`src/rtl/loop_params.svh`:
```
// Timing, scale and width constants for the pulse-count temperature loop
// Function
// RULE_01 - Readings sent as low/high current pulses
// RULE_02 - After power-up, quiet low at most 54 ms
// RULE_03 - Pulses run nominally at 88 kHz
// RULE_04 - Repeat forever, new train every 104 ms
// RULE_05 - Transmission window lasts at most 50 ms
// RULE_06 - After last pulse, loop stays low
// RULE_07 - Train holds 1 to 4095 pulses
// RULE_08 - Reader weighs each pulse one sixteenth degree
// RULE_09 - Count 1 under scale, 4096 over
// RULE_10 - Linear: count/4096*256 minus 50 degrees
// RULE_11 - Linear only 25 to 80 degrees
// RULE_12 - Reader counts edges across whole train
// RULE_13 - Power stays off at least 50 ms
// RULE_14 - Pulse rate within 82 to 94 kHz
// RULE_15 - High level 40 to 60 percent
// RULE_16 - Clear on first edge, latch after quiet
// RULE_17 - Reader synchronises and deglitches loop input
`ifndef LOOP_PARAMS_SVH
`define LOOP_PARAMS_SVH

`define CLK_KHZ 125000
`define CONV_MAX_MS 54
`define DATA_MAX_MS 50
`define CYCLE_MAX_MS 104
`define OFF_MIN_MS 50
`define PULSE_KHZ 88
`define PULSE_MIN_KHZ 82
`define PULSE_MAX_KHZ 94
`define DUTY_PCT 50
`define PCT_FULL 100

`define CONV_CYC (`CONV_MAX_MS * `CLK_KHZ)
`define DATA_CYC (`DATA_MAX_MS * `CLK_KHZ)
`define OFF_CYC (`OFF_MIN_MS * `CLK_KHZ)
`define PULSE_CYC (`CLK_KHZ / `PULSE_KHZ)
`define PULSE_MIN_CYC ((`CLK_KHZ + `PULSE_MAX_KHZ - 1) / `PULSE_MAX_KHZ)
`define PULSE_MAX_CYC (`CLK_KHZ / `PULSE_MIN_KHZ)
`define QUIET_PERIODS 4
`define QUIET_CYC (`QUIET_PERIODS * `PULSE_CYC)
`define GLITCH_CYC 64

`define COUNT_W 12
`define TOTAL_W 13
`define TEMP_W 14
`define COUNT_MIN 1
`define COUNT_MAX 4095
`define SCALE_TOP 4096
`define STEPS_PER_C 16
`define ZERO_OFFSET_C 50
`define ZERO_COUNT (`ZERO_OFFSET_C * `STEPS_PER_C)
`define LIN_LO_C 25
`define LIN_HI_C 80
`define LIN_LO_CNT ((`LIN_LO_C + `ZERO_OFFSET_C) * `STEPS_PER_C)
`define LIN_HI_CNT ((`LIN_HI_C + `ZERO_OFFSET_C) * `STEPS_PER_C)

`endif

```
`src/rtl/loop_pkg.sv`:
```
// Types shared by both ends of the pulse-count loop
package loop_pkg;
	typedef enum logic [1:0] {S_OFF, S_CONV, S_SEND, S_TAIL} sensor_state_t;
	typedef enum logic [1:0] {P_REST, P_READY, P_ON} power_state_t;
	typedef logic [11:0] count_t;
	typedef logic [12:0] total_t;
	typedef logic signed [13:0] temp_t;
endpackage

```
`src/rtl/loop_if.sv`:
```
// Two-wire loop between sensor and reader
`timescale 1ns/1ns
interface loop_if;
	logic power_on;
	logic loop_high;
	modport sensor (input power_on, output loop_high);
	modport reader (output power_on, input loop_high);
endinterface

```
`src/rtl/pulse_reader.sv`:
```
// Reader end: powers the loop, counts pulse trains, converts to degrees
`timescale 1ns/1ns
`include "loop_params.svh"
module pulse_reader #(
	parameter int OFF_CYC = `OFF_CYC,
	parameter int QUIET_CYC = `QUIET_CYC,
	parameter int GLITCH_CYC = `GLITCH_CYC
) (
	input wire logic clk,
	input wire logic rst_n,
	input wire logic ce,
	input wire logic power_req,
	output logic power_active,
	output loop_pkg::total_t pulse_total,
	output loop_pkg::temp_t temp_sixteenths,
	output logic result_valid,
	output logic under_scale,
	output logic over_scale,
	output logic linear_ok,
	loop_if.reader loop
);
	import loop_pkg::*;

	generate
		if (OFF_CYC < 1 || GLITCH_CYC < 1 ||
			QUIET_CYC <= GLITCH_CYC)
		begin : g_bad
			$error("pulse_reader: quiet time must exceed glitch filter");
		end
	endgenerate

	power_state_t pstate_r;
	logic [31:0] off_cnt_r;
	logic power_r;

	logic loop_s1_r, loop_s2_r;
	logic filt_r, filt_d_r;
	logic [31:0] stab_cnt_r;
	logic rise;

	logic busy_r;
	logic [31:0] quiet_r;
	total_t cnt_r;

	total_t total_r;
	temp_t temp_r;
	logic valid_r;
	logic under_r;
	logic over_r;
	logic lin_r;
	logic latch;

	// Power sequencing: the off time starts at reset as well
	always_ff @(posedge clk)
	begin
		if (!rst_n)
		begin
			pstate_r <= P_REST;
			off_cnt_r <= 32'h0;
			power_r <= 1'b0;
		end
		else if (ce)
		begin
			case (pstate_r)
				P_REST:
				begin
					power_r <= 1'b0;
					if (off_cnt_r >= 32'(OFF_CYC - 1)) // RULE_13
						pstate_r <= P_READY;
					else
						off_cnt_r <= off_cnt_r + 32'h1;
				end
				P_READY:
				begin
					if (power_req)
					begin
						pstate_r <= P_ON;
						power_r <= 1'b1;
					end
				end
				P_ON:
				begin
					if (!power_req)
					begin
						pstate_r <= P_REST;
						power_r <= 1'b0;
						off_cnt_r <= 32'h0;
					end
				end
				default:
				begin
					pstate_r <= P_REST;
					power_r <= 1'b0;
					off_cnt_r <= 32'h0;
				end
			endcase
		end
	end

	// Loop level arrives from outside this clock
	always_ff @(posedge clk)
	begin
		if (!rst_n)
		begin
			loop_s1_r <= 1'b0;
			loop_s2_r <= 1'b0;
		end
		else if (ce)
		begin
			loop_s1_r <= loop.loop_high; // RULE_17
			loop_s2_r <= loop_s1_r;
		end
	end

	// A level must hold GLITCH_CYC cycles before it is believed
	always_ff @(posedge clk)
	begin
		if (!rst_n)
		begin
			filt_r <= 1'b0;
			filt_d_r <= 1'b0;
			stab_cnt_r <= 32'h0;
		end
		else if (ce)
		begin
			filt_d_r <= filt_r;
			if (loop_s2_r == filt_r)
				stab_cnt_r <= 32'h0;
			else if (stab_cnt_r >= 32'(GLITCH_CYC - 1)) // RULE_17
			begin
				filt_r <= loop_s2_r;
				stab_cnt_r <= 32'h0;
			end
			else
				stab_cnt_r <= stab_cnt_r + 32'h1;
		end
	end

	assign rise = filt_r && !filt_d_r;
	assign latch = busy_r && !rise && (quiet_r >= 32'(QUIET_CYC - 1));

	// Gate opens at the first edge, closes after a quiet spell
	always_ff @(posedge clk)
	begin
		if (!rst_n)
		begin
			busy_r <= 1'b0;
			cnt_r <= 13'h0;
			quiet_r <= 32'h0;
		end
		else if (ce)
		begin
			if (!power_r)
			begin
				busy_r <= 1'b0;
				quiet_r <= 32'h0;
			end
			else if (rise)
			begin
				quiet_r <= 32'h0;
				busy_r <= 1'b1;
				if (!busy_r)
					cnt_r <= 13'h1; // RULE_16
				else if (cnt_r != 13'(`SCALE_TOP))
					cnt_r <= cnt_r + 13'h1; // RULE_12
			end
			else if (latch)
				busy_r <= 1'b0; // RULE_16
			else if (busy_r)
				quiet_r <= quiet_r + 32'h1;
		end
	end

	// Sixteenths of a degree: count minus the zero-degree count
	always_ff @(posedge clk)
	begin
		if (!rst_n)
		begin
			total_r <= 13'h0;
			temp_r <= 14'sh0;
			under_r <= 1'b0;
			over_r <= 1'b0;
			lin_r <= 1'b0;
		end
		else if (ce && latch)
		begin
			total_r <= cnt_r;
			temp_r <= $signed({1'b0, cnt_r}) -
				14'(`ZERO_COUNT); // RULE_08 RULE_10
			under_r <= (cnt_r <= 13'(`COUNT_MIN)); // RULE_09
			over_r <= (cnt_r >= 13'(`SCALE_TOP)); // RULE_09
			lin_r <= (cnt_r >= 13'(`LIN_LO_CNT)) &&
				(cnt_r <= 13'(`LIN_HI_CNT)); // RULE_11
		end
	end

	always_ff @(posedge clk)
	begin
		if (!rst_n)
			valid_r <= 1'b0;
		else if (ce)
			valid_r <= latch;
	end

	assign loop.power_on = power_r;
	assign power_active = power_r;
	assign pulse_total = total_r;
	assign temp_sixteenths = temp_r;
	assign result_valid = valid_r;
	assign under_scale = under_r;
	assign over_scale = over_r;
	assign linear_ok = lin_r;
endmodule // pulse_reader

```
`src/flat_wrapper.sv`:
```
// flat-port wrapper written by rule: the top's interface ports become plain ports
module pulse_reader_flat import loop_pkg::*;
#(
	parameter int OFF_CYC = `OFF_CYC,
	parameter int QUIET_CYC = `QUIET_CYC,
	parameter int GLITCH_CYC = `GLITCH_CYC
)
  (clk, rst_n, ce, power_req, power_active, pulse_total, temp_sixteenths, result_valid, under_scale, over_scale, linear_ok, loop_power_on, loop_loop_high);
  loop_if loop_i ();
  input wire logic clk;
  input wire logic rst_n;
  input wire logic ce;
  input wire logic power_req;
  output logic power_active;
  output loop_pkg::total_t pulse_total;
  output loop_pkg::temp_t temp_sixteenths;
  output logic result_valid;
  output logic under_scale;
  output logic over_scale;
  output logic linear_ok;
  output wire logic [$bits(loop_i.power_on)-1:0] loop_power_on;
  input wire logic [$bits(loop_i.loop_high)-1:0] loop_loop_high;
  assign loop_power_on = loop_i.power_on;
  assign loop_i.loop_high = loop_loop_high;
  pulse_reader #(.OFF_CYC(OFF_CYC), .QUIET_CYC(QUIET_CYC), .GLITCH_CYC(GLITCH_CYC)) u_core (.clk(clk), .rst_n(rst_n), .ce(ce), .power_req(power_req), .power_active(power_active), .pulse_total(pulse_total), .temp_sixteenths(temp_sixteenths), .result_valid(result_valid), .under_scale(under_scale), .over_scale(over_scale), .linear_ok(linear_ok), .loop(loop_i));
endmodule
```
`config.mk`:
```
export PLATFORM = sky130hd
export DESIGN_NAME = pulse_reader_flat
export DESIGN_NICKNAME = d
export VERILOG_FILES = /design/src/rtl/loop_pkg.sv /design/src/rtl/loop_if.sv /design/src/rtl/pulse_reader.sv /design/src/flat_wrapper.sv
export VERILOG_INCLUDE_DIRS = /design/src /design/src/rtl
export SDC_FILE = /design/constraint.sdc
export NUM_CORES = 1
export LEC_CHECK = 0
export ABC_AREA = 0
export BUFFER_PORTS_ARGS = -buffer_cell sky130_fd_sc_hd__buf_2
export CAP_MARGIN = 20
export CORE_ASPECT_RATIO = 2
export CORE_MARGIN = 2
export CORE_UTILIZATION = 45
export CTS_BUF_LIST = sky130_fd_sc_hd__clkbuf_4 sky130_fd_sc_hd__clkbuf_8
export DETAILED_ROUTE_END_ITERATION = 12
export PLACE_DENSITY_LB_ADDON = 0.3
export REMOVE_ABC_BUFFERS = 1
export SYNTH_ARGS = -nofsm -noshare
export SYNTH_HDL_FRONTEND = slang
export SYNTH_SLANG_ARGS = --single-unit
```
`constraint.sdc`:
```
create_clock -name clk -period 7.1 [get_ports clk]
set_clock_uncertainty 0.05 [all_clocks]
set_input_delay 1.42 -clock clk [delete_from_list [all_inputs] [get_ports clk]]
set_output_delay 1.42 -clock clk [all_outputs]
set_load 0.02 [all_outputs]
```
==> results by group, run 1 <==
Status
  – Status: complete, no violations

Timing
  – Setup TNS: 0 ns
  – Final Hold Fails: 0
  – Period minus WS final: 3.399 ns
  – Endpoints failing setup: 0
  – Max Fclk: 294.2 MHz
  – Unrepaired setup endpoints after global routing: no
  – Final Cycle Share: 47.87%
  – Worst slew pin tran: 0.8419 ns
  – Slew headroom: 43.71%
  – Final Max Slew Viols: 0

Critical path
  – R2R Path Start: u_core.off_cnt_r[4]$_SDFFE_PN0P_
  – CP endpoint kind: flip-flop
  – CP Class: in -> reg
  – Critical R2R Capture: u_core.off_cnt_r[18]$_SDFFE_PN0P_
  – CP Data Required Time: 7.43 ns
  – Critical Path Fanout Max: 24
  – Startpoint types: primary input
  – R2r setup slk: approximately 4.5 ns
  – Worst Reg2Reg Path Length in Cells: 7
  – CP arrival: 3.73 ns

Clocking
  – CTS Root Cell: clkbuf_8
  – Clock-pin slew on the worst setup and hold paths: 0.07 ns
  – TritonCTS clock tree: yes
  – CTS Buf Count: 17
  – Total clock sinks: 143
  – Worst skew pair latency: about 0.43 ns
  – Htree depth: 4
  – Setup bufs post-CTS: 0
  – Clock buffer depth: 2
  – Resized cells post-CTS: 0
  – Post-CTS Hold Fix Bufs: 0

Logic synthesis
  – Main synth FF type: dfxtp_1
  – Synthesized instance count: ~700
  – Synth top cells by count: 143 x dfxtp_1, 78 x nor2_1, 43 x and3_1, 40 x nand2_1, 33 x nor2b_1
  – Post-synth top area share: between 40% and 50%
  – Yosys warnings: 0
  – Synth area leader: dfxtp_1
  – Synthesized flop and latch total: between 100 and 150
  – Ys async rst share: 0%
  – Synthesized area: 6265 um2
  – Count leader, synth: dfxtp_1
  – Syn_area_per_cell: 9.106 um2
  – Seq/Total Area, Yosys: 45.70%
  – Synth unique cells: between 60 and 70
  – Largest cells by area after synthesis: dfxtp_1 46%, nor2_1 4.7%, and3_1 4.3%
  – Post-synth EDFFs: 0

Layout
  – Multi-input logic area: 3179 um2
  – FILL cells: 1264
  – N_diodes: 0
  – Layout cells sized above 1: a little under an eighth
  – Sequential Area: 2863 um2
  – Area grow syn2layout: 10.78%
  – Fin nets: around 700
  – Post-route cell area: 6940 um2

Min path
  – Hold path endpoint: u_core.temp_sixteenths[13]$_SDFFE_PN0P_
  – HP Start: u_core.temp_sixteenths[13]$_SDFFE_PN0P_
  – Worst hold stages: 2
  – Min-delay worst type: reg -> reg

Pwr
  – Pwr dens: between 200 and 250 nW/um2
  – P_leak: approximately 2.9 nW
  – VDD IR-drop max: 0.1425 mV
  – Overall power: 1.554 mW

Route
  – Routed Antenna Nets: 0
  – DR vias: 4762
  – Post-DR wirelength/cell: 13.45 um
  – Starting DRC count in detailed routing: 207
  – Router iterations before antenna repair: 4
  – Via-to-Cell Ratio: around 5.4
  – Post-Route WL: 11770 um
  – DRC Markers: 0

Run
  – Number of max-cap violations: 0

Die
  – Die span in y: about 170 um
  – Core area: 13740 um2
  – Die area: 14940 um2
  – Initial Utilization: between 40% and 50%
  – Top Ports: 38
  – # rows: 61
  – Die width: 87.43 um

GRT
  – Largest net degree at the start of global routing: 77
  – Grt ovf: 0
  – Initial antenna violation count: 0
  – First-pass GRT wire length: 20450 um
  – Vias in the first global route: 4551
  – Gr usage total: between 10% and 20%

Placed design
  – DPL Wire Length: approximately 8000 um
  – Post-place instance area: between 6000 and 7000 um2
  – Routability Congestion: 0.7936
  – Port Buffers: 37
-- worst max path at each step --
stage                                              to  slack (ns)  start
floorplan             u_core.under_scale$_SDFFE_PN0P_        3.74     ce
global placement     u_core.off_cnt_r[9]$_SDFFE_PN0P_        3.33     ce
finish              u_core.off_cnt_r[18]$_SDFFE_PN0P_        3.70     ce
global route         u_core.off_cnt_r[9]$_SDFFE_PN0P_        3.51     ce
detailed placement   u_core.off_cnt_r[9]$_SDFFE_PN0P_        3.27     ce
CTS                  u_core.off_cnt_r[9]$_SDFFE_PN0P_        3.75     ce
-- critical path: stages --
cell and delay (ns):
buf_2 0.36, inv_1 0.24, nor3_1 0.33, o311ai_2 0.16, buf_4 0.21, a211o_1 0.43, or4_1 0.50, nand2_1 0.07
-- where the power goes --
part	internal, mW	switching (mW)	leakage (nW)
Sequential	0.803	0.00139	1.15
Combinational	0.00949	0.0212	1.49
Clock	0.427	0.292	0.225
-- cells in the final DEF (no fill, tap or decap), types with 12 or more instances in the layout --
master    instances
dfxtp_1         143
nor2_1           78
and3_1           43
nand2_1          40
buf_2            37
nor2b_1          33
nand3_1          32
xor2_1           28
xnor2_1          27
mux2i_1          26
a21oi_1          22
clkbuf_8         18
nand4_1          15
nor3_1           12
a21boi_0         12
-- state kept, by name, indices dropped and copies added, names as in the netlist, 2 cells and up --
register and count:
u_core.temp_sixteenths 14, u_core.off_cnt_r 32, u_core.pstate_r 2, u_core.pulse_total 8, u_core.stab_cnt_r 32, u_core.cnt_r 13
u_core.quiet_r 32
-- stage by stage --
stage	instances	utilization (%)	hold WS [ns]	setup WS (ns)
2_1_floorplan	647	-	0.3843	3.740
3_5_place_dp	845	47.28	0.4076	3.272
4_1_cts	875	50.52	0.4184	3.746
5_1_grt	875	50.52	0.4417	3.511
3_3_place_gp	845	47.28	0.4007	3.327
6_report	875	50.52	0.4145	3.701
-- cell families after synthesis --
logic type | synth area share, %
simple gates | 26.62
flops | 45.70
compound gates | 10.49
xor+xnor | 7.689
buf+inv | 3.555
mux | 4.154
fa+ha+maj | 1.798
-- routing by layer --
layer  vias up  global-route usage, %  part of all wire, %
met5         -                      0                    0
met4         0                  5.819                  1.5
met3        16                  4.534                  2.8
met2        57                  26.98                   47
met1      2217                  21.36                   49
li1       2472                      -                    -
-- cell type report --
type	count	share of cell area, %
multi-input cells	493	45.81
flip-flops and latches	143	41.25
clock buffers	19	3.678
repair buffers	41	3.101
well taps	157	2.830
clock inverters	11	2.740
inverters	11	0.5949
Note: power is estimated with default switching activity, not from simulation.
==> run 2, diff against run 1 <==
Settings changed: ABC_AREA 0 to 1.
Clock period 7.1 ns to 3.4 ns, I/O delays scaled along.
==> results by group, run 2 <==
Clocking
  – Total clock sinks: 143 (unchanged)
  – Clock buffer depth: 2 (unchanged)
  – Post-CTS Hold Fix Bufs: 0 (unchanged)
  – TritonCTS clock tree: yes
  – Resized cells post-CTS: 0 (unchanged)
  – Worst skew pair latency: 0.45 ns (+0.02 ns)
  – Setup bufs post-CTS: 0 (unchanged)
  – Htree depth: 4 (unchanged)
  – CTS Buf Count: 17 (unchanged)
  – CTS Root Cell: clkbuf_8
  – Clock-pin slew on the worst setup and hold paths: 0.08 ns (about the same)

GRT
  – Vias in the first global route: 6011 (+32%)
  – Met3 GRT Util: 4.003% (-0.53 points)
  – Gr usage total: 20.99% (+4.2 points)
  – GR Util met2: 39.39% (+12 points)
  – First-pass GRT wire length: 28050 um (+37%)
  – Largest net degree at the start of global routing: 73 (-5.2%)
  – Grt ovf: 0 (unchanged)
  – Met1 usage: 20.67% (-0.69 points)
  – Initial antenna violation count: 0 (unchanged)
  – Busiest grt layer: met2

Die
  – Die span in y: 181.2 um (+6.1%)
  – Initial Utilization: 45.97% (+0.37 points)
  – Core area: 15370 um2 (+12%)
  – Top Ports: 38 (unchanged)
  – # rows: 64 (+4.9%)
  – Die width: 92.62 um (+5.9%)
  – Die area: 16790 um2 (+12%)

Logic synthesis
  – Post-synth top area share: 40.50% (-5.2 points)
  – Largest cells by area after synthesis: dfxtp_1 41%, nand2_1 12%, nor2_1 8.1%
  – Count leader, synth: nand2_1
  – Synth area leader: dfxtp_1
  – Ys async rst share: 0% (unchanged)
  – Seq/Total Area, Yosys: 40.50% (-5.2 points)
  – Syn_area_per_cell: 6.977 um2 (-23%)
  – Main synth FF type: dfxtp_1
  – Yosys warnings: 0 (unchanged)
  – Synthesized area: 7068 um2 (+13%)
  – Synthesized flop and latch total: 143 (unchanged)
  – Synth top cells by count: 222 x nand2_1, 152 x nor2_1, 143 x dfxtp_1, 96 x inv_1, 76 x nand3_1
  – Post-synth EDFFs: 0 (unchanged)
  – Synthesized instance count: 1013 (+47%)
  – Synth unique cells: 36 (-42%)

Route
  – DR vias: 6400 (+34%)
  – Starting DRC count in detailed routing: 374 (+81%)
  – Routed Antenna Nets: 0 (unchanged)
  – Router iterations before antenna repair: 5 (+1)
  – Post-DR wirelength/cell: 13.87 um (+3.1%)
  – DRC Markers: 0 (unchanged)
  – Via-to-Cell Ratio: 5.203 (-4.4%)
  – Post-Route WL: 17060 um (+45%)

Critical path
  – CP endpoint kind: flip-flop
  – Startpoint types: flip-flop
  – CP Class: reg -> reg
  – R2r setup slk: 1.08 ns (-3.44 ns)
  – CP endpoint: u_core.cnt_r[2]$_SDFFE_PN0P_
  – CP arrival: 2.58 ns (-1.15 ns)
  – CP Data Required Time: 3.66 ns (-3.77 ns)
  – Critical Path Fanout Max: 16 (-33%)
  – R2R Path Start: u_core.cnt_r[5]$_SDFFE_PN0P_
  – Worst setup path start: u_core.cnt_r[5]$_SDFFE_PN0P_
  – Worst Reg2Reg Path Length in Cells: 8 (+1)
  – Critical R2R Capture: u_core.cnt_r[2]$_SDFFE_PN0P_

Layout
  – N_diodes: 0 (unchanged)
  – Top Registers: u_core.off_cnt_r x32, u_core.quiet_r x32, u_core.stab_cnt_r x32
  – Leading cell types in the layout, fill and taps excluded: 222 x nand2_1, 152 x nor2_1, 143 x dfxtp_1
  – Area grow syn2layout: 7.877%
  – Final cell count without fillers: 1230 (+41%)
  – Final core utilization: 49.59% (-0.93 points)
  – Layout cells sized above 1: 10.76% (-0.53 points)
  – Fin nets: 1033 (+43%)
  – Commonest non-fill, non-tap cell in the layout: nand2_1

Run
  – Number of max-cap violations: 0 (unchanged)

Timing
  – Max Fclk: 430.5 MHz
  – Final Cycle Share: 68.32%
  – Endpoints failing setup: 0 (unchanged)
  – Final Hold Fails: 0 (unchanged)
  – Period minus WS final: 2.323 ns
  – Slew headroom: 46.91% (+3.2 points)
  – Worst slew pin tran: 0.7963 ns (-0.04563 ns)
  – Unrepaired setup endpoints after global routing: no
  – Final Max Slew Viols: 0 (unchanged)
  – Hold Worst Slack: 0.3785 ns (-0.03599 ns)
  – Setup TNS: 0 ns (unchanged)

Min path
  – Min-delay worst type: reg -> reg

Placed design
  – Placed Cells: 1198 (+42%)
  – Routability Congestion: 0.9843 (+24%)
  – Port Buffers: 37 (unchanged)
  – DPL Wire Length: 12040 um (+53%)

Pwr
  – P_leak: 2.855 nW (-0.57%)
  – VDD IR-drop max: 0.2731 mV (+92%)
  – Overall power: 3.218 mW (+110%)
  – Pwr dens: 422.1 nW/um2 (+89%)

Status
  – Status: complete, no violations
==> run 2: changes by cell type after synthesis, moves of 11 or more <==
cell      before  now
nor2_1        78  152
xnor2_1       27    9
nand3_1       32   76
nand2_1       40  222
and3_1        43    1
or4_1         11    0
nor2b_1       33    0
a21oi_1       22   72
inv_1         11   96
nor3_1        12   52
nand4_1       15   37
mux2i_1       26    0
a21boi_0      12    0
==> run 2: power by group <==
group          total, mW  switching [mW]  internal, mW
clock               1.41           0.646         0.763
combinational      0.121          0.0972        0.0234
sequential          1.69         0.00770          1.68
==> run 2: cells by family (layout without fill, tap and decap cells) <==
family / after synthesis / count (layout) / share of synthesized area [%]
flip-flops: 143 / 143 / 40.50
XOR/XNOR: 30 / 30 / 3.718
AND/OR/NAND/NOR: 580 / 580 / 37.19
buffers and inverters: 157 / 176 / 10.02
AO/OA/AOI/OAI: 94 / 94 / 6.975
adder cells (fa/ha/maj): 9 / 9 / 1.593
==> run 2: cell type report <==
cell class	count	area, um2
Clock buffer	21	270.3
Timing Repair Buffer	42	222.7
Clock inverter	11	140.1
Multi-Input combinational cell	713	3497
Inverter	102	384.1
Sequential cell	143	2863
Tap cell	198	247.7
Fill cell	1564	7750
==> run 2: routing by layer <==
metal  wire length, um  up-vias
li1                  -     3276
met1              6281     2901
met2              9333      161
met3               578       62
met4               865        0
met5                 0        -
==> run 2: metrics by stage <==
step                      cell area [um2]  worst slack, ns
final                                7625            1.077
after global routing                 7625           0.8419
after CTS                            7625            1.080
after detailed placement             7214            1.008
after global placement               7214           0.9807
after floorplan                      6743           0.1658
==> run 2: worst max-delay path, cell delays in order (launching register included) <==
cell     delay, ns
dfxtp_1       0.44
inv_1         0.19
ha_1          0.29
nand2_1       0.12
nor3_1        0.05
nand3_1       0.11
nand2_2       0.21
o21ai_0       0.59
nor3b_1       0.13
==> run 2: worst min path at each step <==
stage,start,to,cells after the start
6_report,u_core.stab_cnt_r[6]$_SDFFE_PN0P_,u_core.stab_cnt_r[6]$_SDFFE_PN0P_,2
3_3_place_gp,u_core.stab_cnt_r[6]$_SDFFE_PN0P_,u_core.stab_cnt_r[6]$_SDFFE_PN0P_,2
4_1_cts,loop_loop_high,u_core.loop_s1_r$_SDFFE_PN0P_,3
5_1_grt,loop_loop_high,u_core.loop_s1_r$_SDFFE_PN0P_,3
3_5_place_dp,u_core.stab_cnt_r[6]$_SDFFE_PN0P_,u_core.stab_cnt_r[6]$_SDFFE_PN0P_,2
2_1_floorplan,u_core.stab_cnt_r[6]$_SDFFE_PN0P_,u_core.stab_cnt_r[6]$_SDFFE_PN0P_,2
==> run 3, diff against run 2 <==
Clock period 3.4 ns to 2.1 ns, I/O delays scaled along.
==> results by group, run 3 (synthesized netlist as in run 2, its figures left out) <==
Status
  – Status: complete, no violations

Die
  – Die width: 92.62 um (unchanged)
  – Initial Utilization: 45.97% (unchanged)
  – Top Ports: 38 (unchanged)
  – Die area: 16790 um2 (unchanged)
  – Core area: 15370 um2 (unchanged)
  – Die span in y: 181.2 um (unchanged)
  – # rows: 64 (unchanged)

Timing
  – Endpoints failing setup: 0 (unchanged)
  – Final Hold Fails: 0 (unchanged)
  – Final Max Slew Viols: 0 (unchanged)
  – Final WS setup: 0.2181 ns (-0.8589 ns)
  – Max Fclk: 531.4 MHz (+23%)
  – Final Cycle Share: 89.62% (+21 points)
  – Period minus WS final: 1.882 ns (-0.4411 ns)
  – Slew headroom: 61.81% (+15 points)
  – Worst slew pin tran: 0.5722 ns (-0.2241 ns)
  – Unrepaired setup endpoints after global routing: no

Clocking
  – Post-CTS Hold Fix Bufs: 0 (unchanged)
  – Clock buffer depth: 2 (unchanged)
  – TritonCTS clock tree: yes
  – Total clock sinks: 143 (unchanged)
  – Clock-pin slew on the worst setup and hold paths: 0.10 ns (+0.02 ns)
  – Htree depth: 4 (unchanged)
  – CTS Buf Count: 17 (unchanged)
  – CTS Root Cell: clkbuf_8
  – Setup bufs post-CTS: 0 (unchanged)
  – Worst skew pair latency: 0.47 ns (+0.02 ns)

Critical path
  – CP Class: reg -> reg
  – Worst path most repeated cell: nand2_1
  – Crit path depth: 12 (+4)
  – Worst Reg2Reg Path Length in Cells: 12 (+4)
  – CP arrival: 2.20 ns (-0.38 ns)
  – Max stage delay on crit path: 0.40 ns (-0.19 ns)
  – Worst path slowest cell: dfxtp_1
  – Critical Path Fanout Max: 11 (-5)
  – Bufs and invs on worst path: 1 (unchanged)
  – Startpoint types: flip-flop
  – CP Data Required Time: 2.42 ns (-1.24 ns)
  – CP endpoint kind: flip-flop
  – CP delay by family, top: simple AND/OR/NAND/NOR gates
  – Crit-path cells: ha_2 -> nand3_1 -> nand3_1 -> nand2_1 -> nand2_1 -> nand2_1 -> nand2_2 -> nand2_4 -> nand2_4 -> inv_2 -> nor2_1 -> nor2_1

Layout
  – Commonest non-fill, non-tap cell in the layout: nand2_1
  – Area grow syn2layout: 11.19%
  – Leading cell types in the layout, fill and taps excluded: 222 x nand2_1, 152 x nor2_1, 141 x dfxtp_1
  – Post-route cell area: 7859 um2 (+3.1%)
  – N_diodes: 0 (unchanged)
  – FILL cells: 1612 (+3.1%)
  – Top Registers: u_core.off_cnt_r x32, u_core.quiet_r x32, u_core.stab_cnt_r x32
  – Layout cells sized above 1: 13.82% (+3.1 points)
  – Fin nets: 1065 (+3.1%)

Run
  – Number of max-cap violations: 0 (unchanged)

Pwr
  – VDD IR-drop max: 0.5137 mV (+88%)
  – Pwr dens: 627.5 nW/um2 (+49%)
  – Overall power: 4.931 mW (+53%)
  – P_leak: 2.995 nW (+4.9%)

GRT
  – Grt ovf: 0 (unchanged)
  – Vias in the first global route: 6425 (+6.9%)
  – First-pass GRT wire length: 29040 um (+3.5%)
  – Initial antenna violation count: 0 (unchanged)
  – Gr usage total: 21.79% (+0.81 points)
  – Largest net degree at the start of global routing: 71 (-2.7%)

Placed design
  – DPL Wire Length: 12840 um (+6.6%)
  – Post-place instance area: 7492 um2 (+3.9%)
  – Pre-CTS setup slack: 0.1448 ns (-0.8629 ns)
  – Port Buffers: 37 (unchanged)
  – Routability Congestion: 0.9630 (-2.2%)

Route
  – Post-DR wirelength/cell: 13.87 um (about the same)
  – Starting DRC count in detailed routing: 269 (-28%)
  – Via-to-Cell Ratio: 5.220 (+0.33%)
  – DR vias: 6588 (+2.9%)
  – Routed Antenna Nets: 0 (unchanged)
  – Post-Route WL: 17500 um (+2.6%)
  – Router iterations before antenna repair: 5 (unchanged)
  – DRC Markers: 0 (unchanged)

Min path
  – Min-delay worst type: in -> reg
  – Worst hold stages: 3 (+1)
[run 3: cell count changes in the layout (fill, tap and decap cells not counted), sizes merged]
cell,before,now
buf,42,74
bufinv,3,0
clkbuf,21,18
clkinv,5,9
clkinvlp,4,3
inv,101,104
[run 3: metrics by stage]
| step | util [%] | TNS (ns) | hold slack, ns | instances |
|---|---|---|---|---|
| floorplan | - | -57.41 | 0.3601 | 958 |
| global placement | 48.73 | 0 | 0.3736 | 1230 |
| detailed placement | 48.73 | 0 | 0.3765 | 1230 |
| CTS | 51.07 | 0 | 0.1205 | 1262 |
| global route | 51.11 | 0 | 0.1204 | 1262 |
| finish | 51.11 | 0 | 0.1434 | 1262 |
[run 3: timing repair]
action / CTS / global route
resized for setup: 0 / 4
hold endpoints to repair: 0 / 0
setup endpoints to repair: 0 / 26
[run 3: path summary, 6_finish.rpt]
check	startpoint	to	slack, ns
worst max register to register	u_core.off_cnt_r[0]$_SDFFE_PN0P_	u_core.off_cnt_r[1]$_SDFFE_PN0P_	0.22
worst max-delay path	u_core.off_cnt_r[0]$_SDFFE_PN0P_	u_core.off_cnt_r[1]$_SDFFE_PN0P_	0.22
worst min-delay path	loop_loop_high	u_core.loop_s1_r$_SDFFE_PN0P_	0.14
worst min register to register	u_core.stab_cnt_r[6]$_SDFFE_PN0P_	u_core.stab_cnt_r[6]$_SDFFE_PN0P_	0.39
[run 3: where the power goes]
group	total [mW]	internal (mW)	switching (mW)
combinational	0.220	0.0554	0.165
clock	1.98	0.861	1.12
sequential	2.73	2.72	0.0127
[run 3: layout make-up]
type / count / area (um2) / share of cell area (%)
Multi-Input combinational cell: 713 / 3502 / 44.56
Sequential cell: 143 / 2865 / 36.46
Timing Repair Buffer: 74 / 500.5 / 6.368
Inverter: 102 / 384.1 / 4.888
Clock buffer: 18 / 247.7 / 3.152
Tap cell: 198 / 247.7 / 3.152
Clock inverter: 14 / 111.4 / 1.417
[run 3: worst register-to-register path: cells and delay by family (launching register included)]
family | cells | cell delay, ns
flip-flops | 1 | 0.40
adder cells (fa/ha/maj) | 1 | 0.26
AND/OR/NAND/NOR | 10 | 0.93
buffers and inverters | 1 | 0.15
[run 3: per-layer routing]
layer,vias up,share of wire [%],track usage [%]
met3,86,3.1,3.837
met5,-,0,0
met2,179,53,40.15
met1,2984,36,20.40
met4,0,7.6,17.41
li1,3339,-,-
